--- src/mups_pkg.sv ---
package mups_pkg;

    // ------------------------------------------------------------
    // register offsets
    // ------------------------------------------------------------
    localparam logic [3:0] ADDR_SEG_SEL = 4'h0;
    localparam logic [3:0] ADDR_FUNC = 4'h1;
    localparam logic [3:0] ADDR_CKOUT = 4'h2;
    localparam logic [3:0] ADDR_TMUX = 4'h3;
    localparam logic [3:0] ADDR_GIO_OUT = 4'h4;
    localparam logic [3:0] ADDR_GIO_DIR = 4'h5;
    localparam logic [3:0] ADDR_STATUS = 4'h6;
    localparam logic [3:0] ADDR_IRQ_CLR = 4'h7;
    localparam logic [3:0] ADDR_IRQ_EN = 4'h8;
    localparam logic [3:0] ADDR_PADS = 4'h9;

    // ------------------------------------------------------------
    // field positions of the function register
    // ------------------------------------------------------------
    localparam int FUNC_EEPROM = 0;
    localparam int FUNC_PULSE = 1;
    localparam int FUNC_RX_SEL = 2;
    localparam int FUNC_TX_LO = 3;
    localparam int FUNC_VREF_CAL = 5;
    localparam int FUNC_W = 6;

    // tx pad modes (two bits at FUNC_TX_LO)
    localparam logic [1:0] TX_GIO = 2'h0;
    localparam logic [1:0] TX_UART = 2'h1;
    localparam logic [1:0] TX_WATT = 2'h2;
    localparam logic [1:0] TX_VAR = 2'h3;

    // clock output select codes
    localparam logic [1:0] CK_SEG = 2'h0;

    // status bits
    localparam int ST_FAULT = 0;
    localparam int ST_RECOVER = 1;
    localparam int ST_W = 2;

    // ------------------------------------------------------------
    // widths and reset values
    // ------------------------------------------------------------
    localparam int NSHARED = 8;
    localparam int NGIO = 12;
    localparam int NTEST = 32;
    localparam logic [7:0] SEG_SEL_RST = 8'h00;
    localparam logic [5:0] FUNC_RST = 6'h00;
    localparam logic [11:0] GIO_RST = 12'h000;

endpackage : mups_pkg

--- src/mups_pfail.sv ---
`timescale 1ns/10ps

module mups_pfail (
    input wire logic clk_sys,
    input wire logic rst_n,
    input wire logic powerfail_sense,
    output logic comp_out_q,
    output logic fault_pulse_q,
    output logic recover_pulse_q,
    output logic battery_mode_q
);

    // comparator result is already digital; one stage for edge detection
    always_ff @(posedge clk_sys) begin
        if (!rst_n) begin
            comp_out_q <= 1'b1;
        end else begin
            comp_out_q <= powerfail_sense;
        end
    end

    always_ff @(posedge clk_sys) begin
        if (!rst_n) begin
            fault_pulse_q <= 1'b0;
            recover_pulse_q <= 1'b0;
            battery_mode_q <= 1'b0;
        end else begin
            fault_pulse_q <= comp_out_q && !powerfail_sense;
            recover_pulse_q <= !comp_out_q && powerfail_sense;
            battery_mode_q <= !powerfail_sense;
        end
    end
endmodule : mups_pfail

--- src/mups_top.sv ---
`timescale 1ns/10ps

// Behaviour
// - emulator pads become segments 32,33,38 when disabled
// - emulator enabled: pads carry emulator port
// - shared pads 24..31 each segment or gio
// - eeprom mode: gio4 clock, gio5 data
// - pulse mode: gio6 watt, gio7 var
// - clock test pad: pll clock or segment
// - test pad drives signal chosen by select
// - receive pad selectable uart or gio
// - transmit pad: uart, watt, var or gio
// - sense low flags fault, battery mode
// - four common lines drive lcd backplanes
module mups_top (
    input wire logic clk_sys,
    input wire logic rst_n,
    input wire logic [3:0] reg_addr,
    input wire logic [15:0] reg_wdata,
    input wire logic reg_wr,
    input wire logic reg_rd,
    output logic [15:0] reg_rdata,
    output logic irq,
    input wire logic emulator_enable_pin,
    input wire logic emu_reset_in,
    input wire logic emu_clock_in,
    input wire logic emu_data_in,
    input wire logic emu_data_oe_n,
    input wire logic [3:0] lcd_common_in,
    input wire logic [41:0] lcd_seg_in,
    input wire logic pll_clock,
    input wire logic [mups_pkg::NTEST-1:0] test_sigs,
    input wire logic eeprom_sck,
    input wire logic eeprom_sda_out,
    input wire logic eeprom_sda_oe_n,
    input wire logic watt_energy_pulse,
    input wire logic var_energy_pulse,
    input wire logic serial1_transmit,
    input wire logic powerfail_sense,
    output logic serial1_receive,
    output logic eeprom_sda_in,
    output logic [mups_pkg::NGIO-1:0] general_io_in,
    input wire logic [mups_pkg::NGIO-1:0] pad_gio_in,
    output logic [mups_pkg::NGIO-1:0] pad_gio_out,
    output logic [mups_pkg::NGIO-1:0] pad_gio_oe_n,
    output logic [mups_pkg::NSHARED-1:0] lcd_segment_driver,
    output logic [mups_pkg::NSHARED-1:0] lcd_seg_en,
    output logic [3:0] lcd_common_line,
    output logic emu_reset_pad,
    output logic emu_clock_pad,
    output logic emu_data_pad,
    output logic emu_data_pad_oe_n,
    input wire logic emu_data_pad_in,
    output logic [2:0] emu_seg_out,
    output logic emu_seg_mode,
    output logic pll_clock_test_pad,
    output logic test_mux_pad,
    output logic battery_mode,
    output logic vref_pad_en
);

    // ------------------------------------------------------------
    // configuration registers
    // ------------------------------------------------------------
    logic [mups_pkg::NSHARED-1:0] seg_sel_q;
    logic [mups_pkg::FUNC_W-1:0] func_q;
    logic [1:0] clock_out_select_q;
    logic [4:0] test_mux_select_q;
    logic [mups_pkg::NGIO-1:0] gio_out_q;
    logic [mups_pkg::NGIO-1:0] gio_dir_q;
    logic [mups_pkg::ST_W-1:0] status_q;
    logic [mups_pkg::ST_W-1:0] irq_en_q;
    logic comp_out;
    logic fault_pulse;
    logic recover_pulse;
    logic batt_q;

    function automatic logic hit(input logic [3:0] a, input logic [3:0] off);
        hit = (a == off);
    endfunction : hit

    // writes land here; pads follow one edge later from output flops
    always_ff @(posedge clk_sys) begin
        if (!rst_n) begin
            seg_sel_q <= mups_pkg::SEG_SEL_RST;
            func_q <= mups_pkg::FUNC_RST;
            clock_out_select_q <= mups_pkg::CK_SEG;
            test_mux_select_q <= 5'h00;
            gio_out_q <= mups_pkg::GIO_RST;
            gio_dir_q <= mups_pkg::GIO_RST;
            irq_en_q <= '0;
        end else if (reg_wr) begin
            if (hit(reg_addr, mups_pkg::ADDR_SEG_SEL)) seg_sel_q <= reg_wdata[7:0];
            if (hit(reg_addr, mups_pkg::ADDR_FUNC)) func_q <= reg_wdata[5:0];
            if (hit(reg_addr, mups_pkg::ADDR_CKOUT)) clock_out_select_q <= reg_wdata[1:0];
            if (hit(reg_addr, mups_pkg::ADDR_TMUX)) test_mux_select_q <= reg_wdata[4:0];
            if (hit(reg_addr, mups_pkg::ADDR_GIO_OUT)) gio_out_q <= reg_wdata[11:0];
            // direction bit 1 = output; unused pads are set so by firmware
            if (hit(reg_addr, mups_pkg::ADDR_GIO_DIR)) gio_dir_q <= reg_wdata[11:0];
            if (hit(reg_addr, mups_pkg::ADDR_IRQ_EN)) irq_en_q <= reg_wdata[1:0];
        end
    end

    // ------------------------------------------------------------
    // power-fail comparator
    // ------------------------------------------------------------
    mups_pfail u_pfail (
        .clk_sys(clk_sys),
        .rst_n(rst_n),
        .powerfail_sense(powerfail_sense),
        .comp_out_q(comp_out),
        .fault_pulse_q(fault_pulse),
        .recover_pulse_q(recover_pulse),
        .battery_mode_q(batt_q)
    );

    // set wins over clear so an event in the clear cycle survives
    always_ff @(posedge clk_sys) begin
        if (!rst_n) begin
            status_q <= '0;
        end else begin
            status_q <= (status_q
                & ~((reg_wr && hit(reg_addr, mups_pkg::ADDR_IRQ_CLR)) ? reg_wdata[1:0] : 2'h0))
                | {recover_pulse, fault_pulse};
        end
    end

    always_ff @(posedge clk_sys) begin
        if (!rst_n) begin
            irq <= 1'b0;
        end else begin
            irq <= |(status_q & irq_en_q);
        end
    end

    // ------------------------------------------------------------
    // read port
    // ------------------------------------------------------------
    always_ff @(posedge clk_sys) begin
        if (!rst_n) begin
            reg_rdata <= 16'h0000;
        end else if (reg_rd) begin
            case (reg_addr)
                mups_pkg::ADDR_SEG_SEL: reg_rdata <= {8'h00, seg_sel_q};
                mups_pkg::ADDR_FUNC: reg_rdata <= {10'h000, func_q};
                mups_pkg::ADDR_CKOUT: reg_rdata <= {14'h0000, clock_out_select_q};
                mups_pkg::ADDR_TMUX: reg_rdata <= {11'h000, test_mux_select_q};
                mups_pkg::ADDR_GIO_OUT: reg_rdata <= {4'h0, gio_out_q};
                mups_pkg::ADDR_GIO_DIR: reg_rdata <= {4'h0, gio_dir_q};
                mups_pkg::ADDR_STATUS: reg_rdata <= {14'h0000, status_q};
                mups_pkg::ADDR_IRQ_EN: reg_rdata <= {14'h0000, irq_en_q};
                mups_pkg::ADDR_PADS: reg_rdata <= {1'b0, emu_data_pad_in, batt_q, comp_out,
                    pad_gio_in};
                default: reg_rdata <= 16'h0000;
            endcase
        end else begin
            reg_rdata <= 16'h0000;
        end
    end

    // ------------------------------------------------------------
    // shared segment / gio pads
    // ------------------------------------------------------------
    wire logic eep = func_q[mups_pkg::FUNC_EEPROM];
    wire logic pls = func_q[mups_pkg::FUNC_PULSE];
    wire logic [1:0] tx_mode = func_q[mups_pkg::FUNC_TX_LO+1:mups_pkg::FUNC_TX_LO];

    // all pad drivers registered so select changes never glitch
    genvar gi;
    generate
        for (gi = 0; gi < mups_pkg::NSHARED; gi++) begin : g_shared
            localparam int IO = gi + 4;
            always_ff @(posedge clk_sys) begin
                if (!rst_n) begin
                    lcd_segment_driver[gi] <= 1'b0;
                    lcd_seg_en[gi] <= 1'b0;
                    pad_gio_out[IO] <= 1'b0;
                    pad_gio_oe_n[IO] <= 1'b1;
                end else begin
                    lcd_segment_driver[gi] <= lcd_seg_in[gi+24];
                    lcd_seg_en[gi] <= seg_sel_q[gi];
                    if (seg_sel_q[gi]) begin
                        pad_gio_out[IO] <= 1'b0;
                        pad_gio_oe_n[IO] <= 1'b1;
                    end else if (eep && IO == 4) begin
                        pad_gio_out[IO] <= eeprom_sck;
                        pad_gio_oe_n[IO] <= 1'b0;
                    end else if (eep && IO == 5) begin
                        pad_gio_out[IO] <= eeprom_sda_out;
                        pad_gio_oe_n[IO] <= eeprom_sda_oe_n;
                    end else if (pls && IO == 6) begin
                        pad_gio_out[IO] <= watt_energy_pulse;
                        pad_gio_oe_n[IO] <= 1'b0;
                    end else if (pls && IO == 7) begin
                        pad_gio_out[IO] <= var_energy_pulse;
                        pad_gio_oe_n[IO] <= 1'b0;
                    end else begin
                        pad_gio_out[IO] <= gio_out_q[IO];
                        pad_gio_oe_n[IO] <= !gio_dir_q[IO];
                    end
                end
            end
        end
    endgenerate

    // pads 0..3: 1 is receive, 2 is transmit, 0 and 3 plain gio
    always_ff @(posedge clk_sys) begin
        if (!rst_n) begin
            pad_gio_out[3:0] <= 4'h0;
            pad_gio_oe_n[3:0] <= 4'hF;
        end else begin
            pad_gio_out[0] <= gio_out_q[0];
            pad_gio_oe_n[0] <= !gio_dir_q[0];
            pad_gio_out[3] <= gio_out_q[3];
            pad_gio_oe_n[3] <= !gio_dir_q[3];
            pad_gio_out[1] <= func_q[mups_pkg::FUNC_RX_SEL] ? 1'b0 : gio_out_q[1];
            pad_gio_oe_n[1] <= func_q[mups_pkg::FUNC_RX_SEL] | !gio_dir_q[1];
            case (tx_mode)
                mups_pkg::TX_UART: pad_gio_out[2] <= serial1_transmit;
                mups_pkg::TX_WATT: pad_gio_out[2] <= watt_energy_pulse;
                mups_pkg::TX_VAR: pad_gio_out[2] <= var_energy_pulse;
                default: pad_gio_out[2] <= gio_out_q[2];
            endcase
            pad_gio_oe_n[2] <= (tx_mode == mups_pkg::TX_GIO) ? !gio_dir_q[2] : 1'b0;
        end
    end

    // inputs back to the core
    always_ff @(posedge clk_sys) begin
        if (!rst_n) begin
            serial1_receive <= 1'b1;
            eeprom_sda_in <= 1'b1;
            general_io_in <= mups_pkg::GIO_RST;
        end else begin
            // ir photo-detector works here as a plain level
            serial1_receive <= func_q[mups_pkg::FUNC_RX_SEL] ? pad_gio_in[1] : 1'b1;
            eeprom_sda_in <= pad_gio_in[5];
            general_io_in <= pad_gio_in;
        end
    end

    // ------------------------------------------------------------
    // emulator pads, clock test, test mux, lcd commons
    // ------------------------------------------------------------
    always_ff @(posedge clk_sys) begin
        if (!rst_n) begin
            emu_reset_pad <= 1'b0;
            emu_clock_pad <= 1'b0;
            emu_data_pad <= 1'b0;
            emu_data_pad_oe_n <= 1'b1;
            emu_seg_out <= 3'h0;
            emu_seg_mode <= 1'b1;
        end else begin
            emu_seg_mode <= !emulator_enable_pin;
            emu_seg_out <= {lcd_seg_in[38], lcd_seg_in[33], lcd_seg_in[32]};
            emu_reset_pad <= emulator_enable_pin & emu_reset_in;
            emu_clock_pad <= emulator_enable_pin & emu_clock_in;
            emu_data_pad <= emulator_enable_pin & emu_data_in;
            emu_data_pad_oe_n <= !emulator_enable_pin | emu_data_oe_n;
        end
    end

    // pll clock is retimed; only usable for test clocks below half the 10 MHz clk_sys
    always_ff @(posedge clk_sys) begin
        if (!rst_n) begin
            pll_clock_test_pad <= 1'b0;
            test_mux_pad <= 1'b0;
            lcd_common_line <= 4'h0;
            battery_mode <= 1'b0;
            vref_pad_en <= 1'b1;
        end else begin
            pll_clock_test_pad <= (clock_out_select_q == mups_pkg::CK_SEG)
                ? lcd_seg_in[19] : pll_clock;
            test_mux_pad <= test_sigs[test_mux_select_q];
            lcd_common_line <= lcd_common_in;
            battery_mode <= batt_q;
            vref_pad_en <= !func_q[mups_pkg::FUNC_VREF_CAL];
        end
    end
endmodule : mups_top

--- config.mk ---
export PLATFORM = sky130hd
export DESIGN_NAME = mups_top
export DESIGN_NICKNAME = d
export VERILOG_FILES = /design/src/mups_pkg.sv /design/src/mups_pfail.sv /design/src/mups_top.sv
export SDC_FILE = /design/constraint.sdc
export NUM_CORES = 1
export LEC_CHECK = 0
export ABC_AREA = 1
export BUFFER_PORTS_ARGS = -buffer_cell sky130_fd_sc_hd__buf_2
export CORE_UTILIZATION = 45
export CTS_BUF_LIST = sky130_fd_sc_hd__clkbuf_8
export DETAILED_ROUTE_END_ITERATION = 8
export PLACE_DENSITY = 0.73
export SLEW_MARGIN = 40
export SYNTH_ARGS = -nofsm -noshare
export SYNTH_HDL_FRONTEND = slang
export SYNTH_HIERARCHICAL = 1
export SYNTH_SLANG_ARGS = --single-unit
export TNS_END_PERCENT = 20
--- constraint.sdc ---
create_clock -name clk_sys -period 4.29 [get_ports clk_sys]
set_clock_uncertainty 0.2 [all_clocks]
set_input_delay 0.6435 -clock clk_sys [delete_from_list [all_inputs] [get_ports clk_sys]]
set_output_delay 0.6435 -clock clk_sys [all_outputs]
set_load 0.05 [all_outputs]
# Word-level counts from Yosys, hierarchy flattened
# Cells that the tools add are included.
# word_totals
regBits	140
latchBits	0
mem_bits_rw	0
rom_bits	0
inputBits	128
output_inout_bits	87
wordCells	142
mem_count	0
# classes
n_addsub	0
n_mul	0
div_mod_pow	0
order_cmp	1
n_eq_ne	12
n_shift	0
n_mux	15
n_bitwise	10
n_reduce_logical	41
# ops
operator	n
15-bit one-hot mux with 9 select lines	1
2-bit OR reduction	10
2-bit AND reduction	9
4-bit by 3-bit equality test with 1-bit output (second input constant)	4
1-bit zero test	16
1-bit two-way mux	11
4-bit by 2-bit equality test with 1-bit output (second input constant)	2
4-bit equality test (second input constant)	2
5-bit by 6-bit < comparator with 1-bit output (second input constant)	1
1-bit binary-select mux with 5-bit select	1
2-bit AND	2
2-bit equality test (second input constant)	2
4-bit by 1-bit equality test with 1-bit output (second input constant)	1
2-bit zero test	2
4-bit zero test	1
1-bit AND	3
1-bit logical AND	3
1-bit one-hot mux with 3 select lines	1
2-bit by 1-bit equality test with 1-bit output (second input constant)	1
2-bit two-way mux	1
2-bit NOT	1
1-bit bitwise OR	2
2-bit bitwise OR	1
1-bit NOT	1

# Logic depth before layout (Yosys ltp)
# depth
ltp_word	6
depth_mapped	11
depth_no_buf	9

# By module
# The synthesis kept the hierarchy.
# modules_own_cells
module	n_inst	cells_per_inst	area_per_inst_um2	seq_area_each_um2
mups_top	1	639	4946.0	2702.6
mups_pfail	1	11	111.4	80.1

# Worst setup path before layout
# No wires, ideal clock.
# synth_path
kind	input-to-reg
startpoint	in reg_addr[3]
endpoint	reg seg_sel_q[6] (netlist bit)
setup_time_ns	0.117
arrival_ns	1.494
required_ns	3.973
setup_slack_ns	2.479
path_stages	7
path_buffers	1
path_cell_list	nor2_1 > nand2_1 > inv_2 > nand2_2 > buf_4 > o21ai_1 > a21oi_1
# synth_between
elab_chain_cells	2
# synth_rtl
item	line	text
start: declaration	mups_top.sv:18	input wire logic [3:0] reg_addr,
4-bit zero test	mups_top.sv:79	hit = (a == off);
2-bit AND reduction (no line)	-	
end signal: assignment	mups_top.sv:85	seg_sel_q <= mups_pkg::SEG_SEL_RST;
end signal: assignment	mups_top.sv:93	if (hit(reg_addr, mups_pkg::ADDR_SEG_SEL)) seg_sel_q <= reg_wdata[7:0];
end: declaration	mups_top.sv:65	logic [mups_pkg::NSHARED-1:0] seg_sel_q;
# Every way passes these cells.
# A chain may end at the register's enable or synchronous reset.

==> metrics.txt <==
vias per cell=4.93; cts repair resizes=0; sequential share of the synthesized area=0.550; area delta synth->final=26.7%; DP Worst Slack=1910 ps; placed cells=946; Synth Warn #=6; ant diodes=0; Worst EP required=4450 ps; Worst Path Arrival=2110 ps; CTS buffer count=17; Max-Cap Viols=0; Peak Freq=0.513 GHz; Reg clk slew, reported paths=70 ps; FF/Latch Area=2780 um^2; H-tree Lvls=4; period utilisation layout=0.455; Slew HR=0.528; I/O Buffers=179; clk_lat worst skew=440 ps; starting density of the core=0.464; Synth Register Bits=139; CTS sink count=139; ANT nets after route=0; core area=10900 um^2; DIE AREA=11700 um^2; post-CTS setup buffer count=0; global-route wire length before repair=20800 um; CTS root buffer=clkbuf_8; setup_tns=0 ps; area occupied by multi-input gates=1770 um^2; initial antenna violation count=0; startpoint class of the critical path=input pin; Worst VDD drop=0.000296 V; DRC errors left=0; wire length per cell=13.7 um; I/O pin count=215; via count=4815; Slew Limit Fails=0; Worst-Margin Slew=707 ps; CTS max path bufs=2; global placement routability congestion=0.879; pin count of the biggest net entering global routing=78; Leak=3.27 nW; Final Non-Filler Cells=977; layout cells sized above 1=0.272; placed cell areas=6010 um^2; post-synthesis cell count=650; total gr overflow=0; drt first pass iters=6; syn_area_per_cell=7.78 um^2; RSZ-0062 raised after global routing=false; final worst setup slack=2340 ps; Total Nets Final=953; PwrDens=415 nW/um^2; CP Max Fanout=77; DP HPWL=9740 um; drt total wl=13400 um; FILL cells=1046; design area=6410 um^2; vias in the first global route=4361; Min Hold Slack=190 ps; Synth cell types=28; Final Setup Violations=0; fin crit period=1950 ps; Hold Fails Final Rpt=0; most frequent cells in the layout=buf_2 (179), nand2_1 (143), dfxtp_1 (139); Hold WC Path Type=input pin to register; Hold Buf Count CTS=0; critical path class=input pin to register; GRT Overall Usage=0.238; crit path capture type=register; Die Ht=108 um; synthesized net count=778; mapped cell area=5060 um^2; Die X=108 um; initial drt markers=289; outcome=finished clean; most common cell after layout, fill and taps aside=buf_2; Row Count=38; CTS tree=done
metal layers:
| layer | global-route usage | share of wire | vias to the layer above |
|---|---|---|---|
| met5 | 0 | 0 | - |
| li1 | - | - | 2394 |
| met4 | 0.106 | 0.022 | 0 |
| met1 | 0.287 | 0.43 | 2207 |
| met3 | 0.0669 | 0.074 | 29 |
| met2 | 0.393 | 0.48 | 185 |
path summary, 6_finish.rpt:
kind / cells after the start / startpoint / slack [ps] / endpoint
min reg2reg: 1 / gio_dir_q[3] / 200 / pad_gio_oe_n[3]
max reg2reg: 9 / test_mux_select_q[0] / 2410 / test_mux_pad
max: 4 / rst_n / 2340 / test_mux_select_q[0]
min: 3 / lcd_seg_in[25] / 190 / lcd_segment_driver[1]
flip-flops by register name, summed over array words and instances, names as in the netlist, 12 cells and up:
register and flops:
pad_gio_out 12, reg_rdata 15, general_io_in 12, pad_gio_oe_n 12
gio_dir_q 12, gio_out_q 12
synth_stat cells (all sizes together):
| cell | count | area, um^2 |
|---|---|---|
| o211ai | 5 | 37.5 |
| o21ai | 63 | 315 |
| and3 | 1 | 6.26 |
| nand3 | 40 | 200 |
| nand2 | 148 | 578 |
| a211oi | 2 | 15.0 |
| clkbuf | 12 | 45.0 |
| a31oi | 3 | 18.8 |
| a21oi | 51 | 255 |
| dfxtp | 139 | 2780 |
| or2 | 1 | 6.26 |
| o22ai | 6 | 37.5 |
| conb | 1 | 3.75 |
| nor2 | 57 | 255 |
| nor3 | 6 | 30.0 |
| buf | 12 | 78.8 |
| clkinv | 1 | 3.75 |
| a41oi | 1 | 8.76 |
| inv | 101 | 379 |
cell type report:
type                    instances  area share
multi-input cells             385       0.276
inverters                     102      0.0598
clock inverters                12      0.0207
well taps                     140      0.0273
repair buffers                180       0.141
flip-flops and latches        139       0.434
clock buffers                  19      0.0408
kinds of logic (layout without fill, tap and decap cells):
| kind of cell | Yosys count | count (layout) | synth area share |
|---|---|---|---|
| simple gates | 253 | 253 | 0.213 |
| flops | 139 | 139 | 0.550 |
| compound gates | 131 | 131 | 0.136 |
| buf+inv | 126 | 313 | 0.100 |
| other cells | 1 | 1 | 0.000741 |
report_power, final:
| group | leakage [nW] | switching, W | internal [W] | total [W] |
|---|---|---|---|---|
| clock | 0.216 | 0.000454 | 0.000590 | 0.00104 |
| sequential | 1.13 | 0.0000149 | 0.00133 | 0.00134 |
| combinational | 1.92 | 0.000196 | 0.0000773 | 0.000274 |
| total | 3.27 | 0.000666 | 0.00199 | 0.00266 |
metrics by stage:
stage                     total power (W)   util
after global routing              0.00277  0.588
after floorplan                   0.00154      -
after detailed placement          0.00164  0.552
after CTS                         0.00268  0.588
final                             0.00266  0.588
after global placement            0.00164  0.552
worst max-delay path, stage by stage:
cell and delay, ps:
buf_2 400, buf_4 650, o21ai_0 200, a21oi_1 160
Note: power is estimated with default switching activity, not from simulation.
